[config.mk]
export PLATFORM = sky130hd
export DESIGN_NAME = csh_console
export DESIGN_NICKNAME = d
export VERILOG_FILES = /design/src/hw/csh_pkg.sv /design/src/hw/csh_buf.sv /design/src/hw/csh_console.sv
export VERILOG_INCLUDE_DIRS = /design/src /design/src/hw
export SDC_FILE = /design/constraint.sdc
export NUM_CORES = 1
export LEC_CHECK = 0
export ABC_AREA = 1
export ABC_CLOCK_PERIOD_IN_PS = 4700
export BUFFER_PORTS_ARGS = -buffer_cell sky130_fd_sc_hd__buf_2
export CAP_MARGIN = 20
export CORE_ASPECT_RATIO = 0.5
export CORE_MARGIN = 2
export CORE_UTILIZATION = 60
export DETAILED_ROUTE_END_ITERATION = 10
export HOLD_SLACK_MARGIN = 0.06
export PLACE_DENSITY = 0.82
export SYNTH_ARGS = -nofsm -noshare
export SYNTH_HDL_FRONTEND = slang
export SYNTH_SLANG_ARGS = --single-unit
[constraint.sdc]
create_clock -name core_clk -period 4.7 [get_ports core_clk]
set_input_delay 0.705 -clock core_clk [delete_from_list [all_inputs] [get_ports core_clk]]
set_output_delay 0.705 -clock core_clk [all_outputs]
set_load 0.01 [all_outputs]
[src/hw/csh_regs.svh]
/*
 constants of the console serial handshake: command codes, framing and timing.
 assumes it is included by bare name wherever a figure is needed.
*/
`ifndef CSH_REGS_SVH
`define CSH_REGS_SVH

// command bytes sent by the device
`define CSH_CMD_TEST 8'h7F
`define CSH_CMD_SHOW_CHAR 8'h59
`define CSH_CMD_SHOW_NUM8 8'h51
`define CSH_CMD_SHOW_NUM16 8'h52
`define CSH_CMD_SHOW_NUM32 8'h54
`define CSH_CMD_READ_CHAR 8'h69
`define CSH_CMD_READ_NUM8 8'h61
`define CSH_CMD_READ_NUM16 8'h62
`define CSH_CMD_READ_NUM32 8'h64

// reply bytes
`define CSH_REPLY_PRESENT 8'h8A
`define CSH_ACK 8'h90

// framing
`define CSH_DATA_BITS 8
`define CSH_FRAME_TAIL 4'h9

// timing
`define CSH_CLK_HZ 200000000
`define CSH_BAUD 9600
`define CSH_WAIT_MS 500
`define CSH_MS_PER_S 1000

`endif

[src/hw/csh_pkg.sv]
/*
 types of the console serial handshake.
 assumes csh_regs.svh supplies all figures.
*/
package csh_pkg;

   // gray codes along idle, send, value, push
   typedef enum logic [2:0] {
      CSH_IDLE = 3'h0,
      CSH_SEND = 3'h1,
      CSH_GETVAL = 3'h3,
      CSH_PUSH = 3'h2,
      CSH_GETACK = 3'h6,
      CSH_GETUSER = 3'h4
   } csh_state_t;

   typedef struct packed {
      logic is_char;
      logic [2:0] bytes;
      logic [31:0] value;
   } csh_item_t;

   typedef struct packed {
      logic is_char;
      logic [2:0] bytes;
   } csh_kind_t;

endpackage : csh_pkg

[src/hw/csh_buf.sv]
/*
 two-entry buffer with valid and ready on both sides; head is a register.
 assumes one clock and an asynchronous active-low reset.
*/
`timescale 1ns/1ps
module csh_buf #(
   parameter int WIDTH = 36
) (
   input wire logic core_clk,
   input wire logic reset_n,
   input wire logic in_valid,
   output logic in_ready,
   input wire logic [WIDTH-1:0] in_data,
   output logic out_valid,
   input wire logic out_ready,
   output logic [WIDTH-1:0] out_data
);
   logic [WIDTH-1:0] tail;
   logic tail_valid;
   logic push;
   logic pop;

   // ready only while the tail slot is free, so a stalled reader loses nothing
   assign in_ready = !tail_valid;
   assign push = in_valid && in_ready;
   assign pop = out_valid && out_ready;

   always_ff @(posedge core_clk or negedge reset_n) begin
      if (!reset_n) begin
         out_valid <= 1'b0;
         tail_valid <= 1'b0;
      end else begin
         unique case ({push, pop})
            2'b10: begin
               if (out_valid) tail_valid <= 1'b1;
               else out_valid <= 1'b1;
            end
            2'b01: begin
               out_valid <= tail_valid;
               tail_valid <= 1'b0;
            end
            default: begin
            end
         endcase
      end
   end

   always_ff @(posedge core_clk or negedge reset_n) begin
      if (!reset_n) begin
         out_data <= '0;
         tail <= '0;
      end else begin
         if (push && (!out_valid || (pop && !tail_valid))) out_data <= in_data;
         else if (pop) out_data <= tail;
         if (push && out_valid && !(pop && !tail_valid)) tail <= in_data;
      end
   end

endmodule : csh_buf

[src/hw/csh_console.sv]
/*
 console end of the half-duplex serial handshake: answers the device's
 commands, hands shown items to the user and returns user input values.
 assumes a pull-up on the shared line outside and line_in synchronous.
*/
// Notes on behaviour
// - 9600 baud, 8 data, 1 stop, no parity
// - drive shared line only during own turn
// - multi-byte values travel most significant first
// - presence check 7F answered with 8A
// - 8-bit show: ack 90, then value byte
// - 16-bit show: ack before each byte
// - 32-bit show: ack before each byte
// - 8-bit read: reply value at once
// - 16-bit read: device acks second byte
// - 32-bit read: device acks remaining bytes
// - console replies fast, tight loops
`timescale 1ns/1ps
`include "csh_regs.svh"
module csh_console #(
   parameter int BIT_CYCLES = `CSH_CLK_HZ / `CSH_BAUD,
   parameter int WAIT_CYCLES = `CSH_CLK_HZ / `CSH_MS_PER_S * `CSH_WAIT_MS
) (
   input wire logic core_clk,
   input wire logic reset_n,
   input wire logic line_in,
   output logic line_out,
   output logic line_oe,
   output logic disp_valid,
   output csh_pkg::csh_item_t disp_item,
   input wire logic disp_ready,
   output logic inp_req,
   output csh_pkg::csh_kind_t inp_kind,
   input wire logic inp_valid,
   input wire logic [31:0] inp_value,
   output logic inp_taken,
   output logic proto_err
);
   localparam int BW = $clog2(2 * BIT_CYCLES + 1);
   localparam int WW = $clog2(WAIT_CYCLES + 1);
   localparam logic [BW-1:0] BIT_LAST = BW'(BIT_CYCLES - 1);
   localparam logic [BW-1:0] HALF_LAST = BW'(BIT_CYCLES / 2 - 1);
   localparam logic [BW-1:0] STOP_LAST = BW'(BIT_CYCLES + BIT_CYCLES / 2 - 1);

   csh_pkg::csh_state_t state;
   csh_pkg::csh_state_t after;
   csh_pkg::csh_kind_t kind;
   logic [2:0] left;
   logic [31:0] acc;
   logic [7:0] tx_byte;
   logic tx_go;
   logic tx_done;
   logic [8:0] tx_sh;
   logic [3:0] tx_n;
   logic [BW-1:0] tx_cnt;
   logic [1:0] rx_phase;
   logic [BW-1:0] rx_cnt;
   logic [2:0] rx_n;
   logic [7:0] rx_sh;
   logic [7:0] rx_byte;
   logic rx_strobe;
   logic [WW-1:0] wait_cnt;
   logic waiting;
   logic expired;
   logic user_in;
   logic buf_ready;

   // byte count of a command, zero when not a value command
   function automatic logic [2:0] csh_width(input logic [7:0] cmd);
      unique case (cmd)
         `CSH_CMD_SHOW_CHAR, `CSH_CMD_SHOW_NUM8,
         `CSH_CMD_READ_CHAR, `CSH_CMD_READ_NUM8: csh_width = 3'h1;
         `CSH_CMD_SHOW_NUM16, `CSH_CMD_READ_NUM16: csh_width = 3'h2;
         `CSH_CMD_SHOW_NUM32, `CSH_CMD_READ_NUM32: csh_width = 3'h4;
         default: csh_width = 3'h0;
      endcase
   endfunction : csh_width

   // left-justify a value so its top byte goes out first
   function automatic logic [31:0] csh_align(input logic [31:0] v, input logic [2:0] n);
      unique case (n)
         3'h1: csh_align = {v[7:0], 24'h000000};
         3'h2: csh_align = {v[15:0], 16'h0000};
         default: csh_align = v;
      endcase
   endfunction : csh_align

   // transmitter: enable high only for start, data and stop bits
   always_ff @(posedge core_clk or negedge reset_n) begin
      if (!reset_n) begin
         line_out <= 1'b1;
         line_oe <= 1'b0;
         tx_sh <= 9'h1FF;
         tx_n <= 4'h0;
         tx_cnt <= '0;
         tx_done <= 1'b0;
      end else begin
         tx_done <= 1'b0;
         if (!line_oe) begin
            if (tx_go) begin
               line_oe <= 1'b1;
               line_out <= 1'b0;
               tx_sh <= {1'b1, tx_byte};
               tx_n <= `CSH_FRAME_TAIL;
               tx_cnt <= BIT_LAST;
            end
         end else if (tx_cnt != '0) begin
            tx_cnt <= tx_cnt - 1'b1;
         end else if (tx_n == 4'h0) begin
            line_oe <= 1'b0;
            line_out <= 1'b1;
            tx_done <= 1'b1;
         end else begin
            line_out <= tx_sh[0];
            tx_sh <= {1'b1, tx_sh[8:1]};
            tx_n <= tx_n - 1'b1;
            tx_cnt <= BIT_LAST;
         end
      end
   end

   // receiver: deaf while we drive, since our own frame echoes back
   always_ff @(posedge core_clk or negedge reset_n) begin
      if (!reset_n) begin
         rx_phase <= 2'h0;
         rx_cnt <= '0;
         rx_n <= 3'h0;
         rx_sh <= 8'h00;
         rx_byte <= 8'h00;
         rx_strobe <= 1'b0;
      end else begin
         rx_strobe <= 1'b0;
         if (line_oe || tx_go) begin
            rx_phase <= 2'h0;
         end else if (rx_phase == 2'h0) begin
            if (!line_in) begin
               rx_phase <= 2'h1;
               rx_cnt <= HALF_LAST;
            end
         end else if (rx_cnt != '0) begin
            rx_cnt <= rx_cnt - 1'b1;
         end else if (rx_phase == 2'h1) begin
            rx_phase <= line_in ? 2'h0 : 2'h2;
            rx_cnt <= BIT_LAST;
            rx_n <= 3'h0;
         end else if (rx_phase == 2'h2) begin
            rx_sh <= {line_in, rx_sh[7:1]};
            rx_n <= rx_n + 1'b1;
            // stop checked at its end so our reply never overlaps it
            rx_cnt <= (rx_n == 3'h7) ? STOP_LAST : BIT_LAST;
            if (rx_n == 3'h7) rx_phase <= 2'h3;
         end else begin
            rx_phase <= 2'h0;
            rx_byte <= rx_sh;
            rx_strobe <= line_in;
         end
      end
   end

   // reply wait, matching the device's own half-second limit
   assign waiting = (state == csh_pkg::CSH_GETVAL) || (state == csh_pkg::CSH_GETACK)
      || (state == csh_pkg::CSH_GETUSER);
   assign user_in = (state == csh_pkg::CSH_GETUSER) && inp_valid;
   assign expired = waiting && (wait_cnt == '0);

   always_ff @(posedge core_clk or negedge reset_n) begin
      if (!reset_n) begin
         wait_cnt <= WW'(WAIT_CYCLES);
      end else if (waiting && !rx_strobe && !user_in && !expired) begin
         wait_cnt <= wait_cnt - 1'b1;
      end else begin
         wait_cnt <= WW'(WAIT_CYCLES);
      end
   end

   // exchange sequencer
   always_ff @(posedge core_clk or negedge reset_n) begin
      if (!reset_n) begin
         state <= csh_pkg::CSH_IDLE;
         after <= csh_pkg::CSH_IDLE;
         kind <= '0;
         left <= 3'h0;
         acc <= 32'h00000000;
         tx_byte <= 8'h00;
         tx_go <= 1'b0;
         inp_req <= 1'b0;
         inp_kind <= '0;
         inp_taken <= 1'b0;
         proto_err <= 1'b0;
      end else begin
         tx_go <= 1'b0;
         inp_taken <= 1'b0;
         proto_err <= 1'b0;
         if (expired) begin
            state <= csh_pkg::CSH_IDLE;
            inp_req <= 1'b0;
            proto_err <= 1'b1;
         end else begin
            unique case (state)
               csh_pkg::CSH_IDLE: begin
                  // commands arrive here in free run too
                  if (rx_strobe) begin
                     kind <= '{is_char: rx_byte[3], bytes: csh_width(rx_byte)};
                     left <= csh_width(rx_byte);
                     acc <= 32'h00000000;
                     if (rx_byte == `CSH_CMD_TEST) begin
                        tx_byte <= `CSH_REPLY_PRESENT;
                        tx_go <= 1'b1;
                        after <= csh_pkg::CSH_IDLE;
                        state <= csh_pkg::CSH_SEND;
                     end else if (csh_width(rx_byte) == 3'h0) begin
                        proto_err <= 1'b1;
                     end else if (rx_byte[5]) begin
                        inp_req <= 1'b1;
                        inp_kind <= '{is_char: rx_byte[3], bytes: csh_width(rx_byte)};
                        state <= csh_pkg::CSH_GETUSER;
                     end else begin
                        tx_byte <= `CSH_ACK;
                        tx_go <= 1'b1;
                        after <= csh_pkg::CSH_GETVAL;
                        state <= csh_pkg::CSH_SEND;
                     end
                  end
               end
               csh_pkg::CSH_SEND: begin
                  if (tx_done) state <= after;
               end
               csh_pkg::CSH_GETVAL: begin
                  if (rx_strobe) begin
                     acc <= {acc[23:0], rx_byte};
                     left <= left - 1'b1;
                     if (left == 3'h1) begin
                        state <= csh_pkg::CSH_PUSH;
                     end else begin
                        tx_byte <= `CSH_ACK;
                        tx_go <= 1'b1;
                        after <= csh_pkg::CSH_GETVAL;
                        state <= csh_pkg::CSH_SEND;
                     end
                  end
               end
               csh_pkg::CSH_PUSH: begin
                  // a full buffer holds the sequencer here
                  if (buf_ready) state <= csh_pkg::CSH_IDLE;
               end
               csh_pkg::CSH_GETUSER: begin
                  if (inp_valid) begin
                     inp_req <= 1'b0;
                     inp_taken <= 1'b1;
                     acc <= {csh_align(inp_value, left) << 8};
                     tx_byte <= 8'(csh_align(inp_value, left) >> 24);
                     tx_go <= 1'b1;
                     left <= left - 1'b1;
                     after <= (left == 3'h1) ? csh_pkg::CSH_IDLE : csh_pkg::CSH_GETACK;
                     state <= csh_pkg::CSH_SEND;
                  end
               end
               csh_pkg::CSH_GETACK: begin
                  if (rx_strobe && rx_byte == `CSH_ACK) begin
                     tx_byte <= acc[31:24];
                     acc <= {acc[23:0], 8'h00};
                     tx_go <= 1'b1;
                     left <= left - 1'b1;
                     after <= (left == 3'h1) ? csh_pkg::CSH_IDLE : csh_pkg::CSH_GETACK;
                     state <= csh_pkg::CSH_SEND;
                  end else if (rx_strobe) begin
                     state <= csh_pkg::CSH_IDLE;
                     proto_err <= 1'b1;
                  end
               end
               default: state <= csh_pkg::CSH_IDLE;
            endcase
         end
      end
   end

   // shown items only; program images are never read back
   csh_buf #(.WIDTH($bits(csh_pkg::csh_item_t))) u_buf (
      .core_clk(core_clk),
      .reset_n(reset_n),
      .in_valid(state == csh_pkg::CSH_PUSH),
      .in_ready(buf_ready),
      .in_data({kind.is_char, kind.bytes, acc}),
      .out_valid(disp_valid),
      .out_ready(disp_ready),
      .out_data(disp_item)
   );
endmodule : csh_console

==> impl_metrics.json, run 1 <==
{
  "status": "finished clean",
  "grt_use_total_pct": 29.1,
  "h-tree-depth": 1,
  "cts_buffers": 21,
  "drive_gt1_share_pct": 10.7,
  "maxSlewViolCount": 0,
  "die_w_um": 203,
  "async_reset_ff_share_pct": 100,
  "gr-total-overflow": 0,
  "totalWireLength_mm": 29.9,
  "power_density_nw_per_um2": 299,
  "clock_skew_ns": 0.00870,
  "grt_pass1_wl_mm": 50.8,
  "vias": 10700,
  "port_buffers": 82,
  "synth_seq_cells": 231,
  "antenna_found_initial": 0,
  "path_clk_slew_ns": 0.07,
  "cp-start-kind": "flip-flop",
  "criticalPathCategory": "reg -> reg",
  "total_leakage_power_uw": 0.00621,
  "synth_seq_area_share_pct": 48.7,
  "cts.hold.buffers_added": 0,
  "synth_ff_type": "dfrtp_1",
  "dp_hpwl_mm": 20.8,
  "synth_cell_types": 42,
  "remaining_drc_errors": 0,
  "reg2reg_slack_ns": 1.62,
  "crit_family": "simple AND/OR/NAND/NOR gates",
  "finish.net_count": 1635,
  "r2r_end": "tx_sh[6]$_DFFE_PN1P_",
  "antenna_cells": 0,
  "clockRootBuffer": "clkbuf_16",
  "vdd_ir_drop_max_v": 0.000223,
  "reg2reg_depth": 5,
  "critPathRequiredTime_ns": 5.12,
  "worstSetupEndpointType": "flip-flop",
  "vias_per_cell": 5.74,
  "grt_pass1_vias": 10500,
  "cts_resized": 0,
  "clk_latency_ns": 0.51,
  "finalSetupTns_ns": 0,
  "rsz0062_at_grt": "false",
  "core-area_um2": 19500,
  "finalPower_uw": 3940,
  "synthesis.nets": 1584,
  "synth_area_um2": 11900,
  "fp.dieH_um": 104,
  "slew_headroom_pct": 30.5,
  "yosysWarnings": 0,
  "cts_buffer_depth": 3,
  "drtAntennaViolNets": 0,
  "crit_buf_inv": 1,
  "crit_chain": "inv_1 > nand2_1 > nand2_1 > nand2_1 > o21ai_0",
  "post-route-period-util_pct": 65.5,
  "start_util_pct": 61.3,
  "dr.first_iter.drc_count": 939,
  "ios": 83,
  "fmax_mhz": 325,
  "cpMostUsedCell": "nand2_1",
  "grt_max_degree": 134,
  "maxCapViolCount": 0,
  "dr.pass1.iters": 8,
  "numClockSinks": 231,
  "cts_tree": "yes",
  "synthToLayoutAreaGrowth_pct": 10.5,
  "avgSynthCellArea_um2": 7.80,
  "place_congestion": 0.908,
  "dieArea_um2": 21100,
  "min_path_type": "in -> async",
  "worst_pin_slew_ns": 1.04,
  "setup_viol": 0,
  "crit_arrival_ns": 3.50,
  "netlist_instances": 1529,
  "r2r-start": "line_oe$_DFF_PN0_",
  "finalHoldViolCount": 0,
  "cp_slowest_cell": "nand2_1",
  "cts_setup_buffers": 0,
  "synth_edf_count": 0,
  "dp_cells": 1823,
  "finalNonFillerCells": 1860,
  "wl_per_cell_um": 16.1,
  "num_rows": 36,
  "critPathMaxStageDelay_ns": 0.66,
  "cp_max_fo": 22,
  "min_period_ns": 3.08
}
-- final cells by class --
cell class,instances,area (µm²)
clock buffer,30,599
clock inverter,7,95.1
fill,1606,6280
inverter,183,687
multi-input combinational,1056,5180
sequential,231,5810
tap,266,333
timing repair buffer,87,474
-- cells by family after synthesis --
logic type | after synthesis | share of synthesized area, %
buffers and inverters | 242 | 7.90
AO/OA/AOI/OAI | 271 | 12.9
flip-flops | 231 | 48.7
adder cells (fa/ha/maj) | 18 | 1.89
multiplexers | 1 | 0.0839
XOR/XNOR | 23 | 1.69
AND/OR/NAND/NOR | 743 | 26.9
-- cells in the mapped netlist (21+ instances only) --
library cell  instances  area, µm²
o21ai_0             125        626
nand4_1              31        194
clkbuf_1             28        105
buf_2                21        105
o211ai_1             42        315
dfstp_2              21        552
nor2_1              130        488
nand2_1             376       1410
a21oi_1              25        125
o21ai_1              52        260
dfrtp_1             210       5260
inv_1               177        664
nand3_1             164        821
-- layer usage --
metal	part of all wire, %	GRT usage [%]	vias to the layer above
met2	46	46.6	355
met3	6.1	5.07	71
met4	2.7	9.49	0
li1	-	-	5125
met5	0	0	-
met1	45	40.5	5122
-- how the worst max path moves through the flow --
stage / from / end / cells after the start / slack (ns)
CTS: line_oe$_DFF_PN0_ / tx_sh[6]$_DFFE_PN1P_ / 5 / 1.63
global placement: disp_ready / u_buf.tail[31]$_DFFE_PN0P_ / 7 / 1.47
floorplan: disp_ready / u_buf.tail_valid$_DFFE_PN0P_ / 8 / 2.65
detailed placement: disp_ready / u_buf.tail[26]$_DFFE_PN0P_ / 7 / 1.31
global route: tx_cnt[0]$_DFFE_PN0P_ / tx_cnt[6]$_DFFE_PN0P_ / 9 / 1.28
finish: line_oe$_DFF_PN0_ / tx_sh[6]$_DFFE_PN1P_ / 5 / 1.62
-- worst reg2reg max path, stage by stage, from the launching register on --
cell and delay (ns):
dfrtp_1 0.61, inv_1 0.46, nand2_1 0.43, nand2_1 0.66
nand2_1 0.52, o21ai_0 0.31
-- flip-flops by register name, summed over array words and instances, names as in the netlist, 2 cells and up --
name / count
acc: 32
after: 3
inp_kind: 4
kind: 4
left: 3
rx_byte: 8
rx_cnt: 16
rx_n: 3
rx_phase: 2
rx_sh: 8
state: 3
tx_byte: 8
tx_cnt: 16
tx_n: 4
tx_sh: 8
u_buf.out_data: 36
u_buf.tail: 36
wait_cnt: 27
-- stage by stage --
stage	hold slack (ns)	area (µm²)	util (%)	setup WS [ns]
after floorplan	0.403	11900	-	2.65
after global placement	0.417	12500	64.1	1.47
after detailed placement	0.418	12500	64.2	1.31
after CTS	0.355	13200	67.7	1.63
after global routing	0.390	13200	67.7	1.28
final	0.299	13200	67.7	1.62
-- cells in the final DEF (no fill, tap or decap), types with 2 or more instances in the layout --
master	synthesis	layout
ha_1	18	18
o21a_1	2	2
clkbuf_16	0	21
nand2_4	1	2
o31ai_1	3	3
nand2_1	376	375
o21ai_0	125	125
nand3b_1	4	4
dfrtp_1	210	210
nor3_1	15	15
buf_4	2	3
clkbuf_1	28	5
a22oi_1	2	2
o21ai_1	52	52
buf_2	21	81
inv_2	5	5
nor2_1	130	130
nand3_1	164	164
dfstp_2	21	21
o32ai_1	3	3
inv_1	177	177
o2111ai_1	6	6
bufinv_16	0	2
nand4_1	31	31
xnor2_1	3	3
xor2_1	20	20
clkbuf_8	0	4
nor2_2	3	3
o211ai_1	42	42
or2_2	12	13
o22ai_1	8	8
a21oi_1	25	25
clkinv_2	0	2
-- report_power, final --
| group | total, µW | switching, µW | internal (µW) |
|---|---|---|---|
| clock network | 1770 | 764 | 1000 |
| registers | 2010 | 11.9 | 2000 |
| logic | 168 | 137 | 30.8 |
Power figures use the tool's default switching activity.
==> run 2: changes to the inputs <==
--- a/config.mk
+++ b/config.mk
@@ -7,15 +7,15 @@
 export NUM_CORES = 1
 export LEC_CHECK = 0
 export ABC_AREA = 1
-export ABC_CLOCK_PERIOD_IN_PS = 4700
+export ABC_CLOCK_PERIOD_IN_PS = 2500
 export BUFFER_PORTS_ARGS = -buffer_cell sky130_fd_sc_hd__buf_2
 export CAP_MARGIN = 20
 export CORE_ASPECT_RATIO = 0.5
 export CORE_MARGIN = 2
-export CORE_UTILIZATION = 60
+export CORE_UTILIZATION = 55
 export DETAILED_ROUTE_END_ITERATION = 10
 export HOLD_SLACK_MARGIN = 0.06
-export PLACE_DENSITY = 0.82
+export PLACE_DENSITY = 0.8
 export SYNTH_ARGS = -nofsm -noshare
 export SYNTH_HDL_FRONTEND = slang
 export SYNTH_SLANG_ARGS = --single-unit
==> constraint.sdc (replaced) <==
create_clock -name core_clk -period 2.5 [get_ports core_clk]
set_input_delay 0.375 -clock core_clk [delete_from_list [all_inputs] [get_ports core_clk]]
set_output_delay 0.375 -clock core_clk [all_outputs]
set_load 0.01 [all_outputs]
==> run 2 against run 1 <==
- count of clock-buffer cells in the layout grew 5
- combinational power grew 110%
- register-to-register slack lost 1.4 ns
- sequential power grew 88%
- first-iteration DRC count grew 26%
- flip-flop and latch count is the same
- clock skew grew 0.0060 ns
- clock power grew 97%
- cell count grew 4.1%
- core utilization shrank 4.4 points
- setup slack lost 1.4 ns
- largest power group unchanged
- highest routed layer unchanged
==> impl_metrics.json, run 2 (synthesized netlist as in run 1, its figures left out) <==
{
  "reg2reg_depth": 11,
  "port_buffers": 82,
  "holdWs_ns": 0.162,
  "min_from": "line_in",
  "reg_top3": "u_buf.out_data: 36 flops, u_buf.tail: 36 flops, acc: 32 flops",
  "status": "finished clean",
  "maxCapViolCount": 0,
  "finalSetupTns_ns": 0,
  "vias_per_cell": 5.60,
  "crit_arrival_ns": 2.75,
  "total_leakage_power_uw": 0.00643,
  "min_period_ns": 2.33,
  "clk_latency_ns": 0.51,
  "drtAntennaViolNets": 0,
  "dp_cells": 1894,
  "fmax_mhz": 430,
  "grt_pass1_wl_mm": 50.9,
  "die_w_um": 212,
  "fp.dieH_um": 108,
  "layout_common_cells": "nand2_1, dfrtp_1, inv_1",
  "reg2reg_slack_ns": 0.17,
  "grt_use_total_pct": 27.6,
  "dr.first_iter.drc_count": 1180,
  "cp_max_fo": 30,
  "r2r_end": "acc[22]$_DFFE_PN0P_",
  "finalNonFillerCells": 1937,
  "cts_buffers": 22,
  "numClockSinks": 231,
  "h-tree-depth": 1,
  "cp-start-kind": "flip-flop",
  "cts_resized": 0,
  "finalHoldViolCount": 0,
  "core-area_um2": 21500,
  "grt_max_degree": 73,
  "multi_input_area_um2": 5180,
  "cts_tree": "yes",
  "vdd_ir_drop_max_v": 0.000368,
  "dr.pass1.iters": 8,
  "num_rows": 38,
  "wl_per_cell_um": 16.1,
  "power_density_nw_per_um2": 559,
  "n_fill_cell": 1815,
  "min_path_cells": 3,
  "start_util_pct": 55.5,
  "finalPower_uw": 7610,
  "setup_viol": 0,
  "remaining_drc_errors": 0,
  "hold_end": "rx_strobe$_DFF_PN0_",
  "totalWireLength_mm": 31.1,
  "drive_gt1_share_pct": 12.7,
  "vias": 10800,
  "final_common_cell": "nand2_1",
  "dieArea_um2": 22900,
  "r2r-start": "wait_cnt[0]$_DFF_PN0_",
  "clock_skew_ns": 0.0147,
  "post-route-period-util_pct": 93.1,
  "critPathRequiredTime_ns": 2.92,
  "criticalPathCategory": "reg -> reg",
  "antenna_found_initial": 3,
  "slew_headroom_pct": 49.0,
  "path_clk_slew_ns": 0.07,
  "maxSlewViolCount": 0,
  "place_congestion": 0.946,
  "worst_pin_slew_ns": 0.764,
  "rsz0062_at_grt": "false",
  "finish.net_count": 1674,
  "worstSetupEndpointType": "flip-flop",
  "min_path_type": "in -> reg",
  "clockRootBuffer": "clkbuf_16",
  "postPlaceCellArea_um2": 12800,
  "grt_pass1_vias": 10300,
  "ios": 83,
  "cts_buffer_depth": 3,
  "dp_hpwl_mm": 22.2,
  "seq_area_um2": 5810,
  "finalInstanceArea_um2": 13600,
  "synthToLayoutAreaGrowth_pct": 14.0,
  "gr-total-overflow": 0
}
==> run 2: cell count changes in the layout (fill, tap and decap cells not counted) <==
cell,delta
buf_4,+35
buf_12,+3
diode_2,+3
clkbuf_1,+2
clkbuf_16,+2
buf_6,-1
clkbuf_8,+1
clkinv_2,-1
clkinv_4,-1
clkinvlp_4,-1
dlygate4sd3_1,+1
==> run 2: how the worst max path moves through the flow <==
stage,from,end,slack (ns)
final,wait_cnt[0]$_DFF_PN0_,acc[22]$_DFFE_PN0P_,0.17
after global routing,wait_cnt[0]$_DFF_PN0_,acc[5]$_DFFE_PN0P_,0.005
after CTS,wait_cnt[0]$_DFF_PN0_,acc[22]$_DFFE_PN0P_,0.20
after detailed placement,wait_cnt[0]$_DFF_PN0_,acc[7]$_DFFE_PN0P_,0.23
after global placement,wait_cnt[0]$_DFF_PN0_,acc[1]$_DFFE_PN0P_,0.39
after floorplan,u_buf.out_valid$_DFFE_PN0P_,u_buf.tail_valid$_DFFE_PN0P_,0.70
==> run 2: critical path, stage by stage, from the launching register on <==
cell	delay (ns)
dfrtp_1	0.38
inv_1	0.10
ha_1	0.19
nand2_1	0.12
nor2_1	0.17
nand2_1	0.13
nor2_1	0.41
nand2_4	0.15
nand4_4	0.23
buf_12	0.21
nand2_1	0.07
o21ai_0	0.08
==> run 2: through the flow <==
step | util (%) | setup slack [ns]
after floorplan | - | 0.696
after global placement | 59.7 | 0.386
after detailed placement | 59.7 | 0.233
after CTS | 63.3 | 0.204
after global routing | 63.3 | 0.00525
final | 63.3 | 0.173
==> run 2: cell type report <==
cell class | instances | share of cell area [%]
multi-input combinational | 1056 | 38.1
tap | 300 | 2.76
inverter | 183 | 5.05
antenna | 3 | 0.0552
sequential | 231 | 42.7
timing repair buffer | 125 | 5.85
clock buffer | 35 | 4.93
clock inverter | 4 | 0.543
==> run 2: repair_timing <==
item,CTS,global route
buffers inserted,0,0
hold buffers,1,0
hold endpoints to repair,46,0
==> run 2: metal layers <==
layer / GRT usage [%] / wire (µm)
met1: 36.9 / 13700
met2: 46.4 / 14600
met3: 4.01 / 1640
met4: 10.1 / 1160
met5: 0 / 0
==> run 2: report_power, final <==
group | internal [µW] | switching, µW | total (µW) | leakage, µW
Sequential | 3750 | 21.9 | 3780 | 0.00307
Clock | 2050 | 1430 | 3480 | 0.000364
Combinational | 77.1 | 273 | 350 | 0.00300
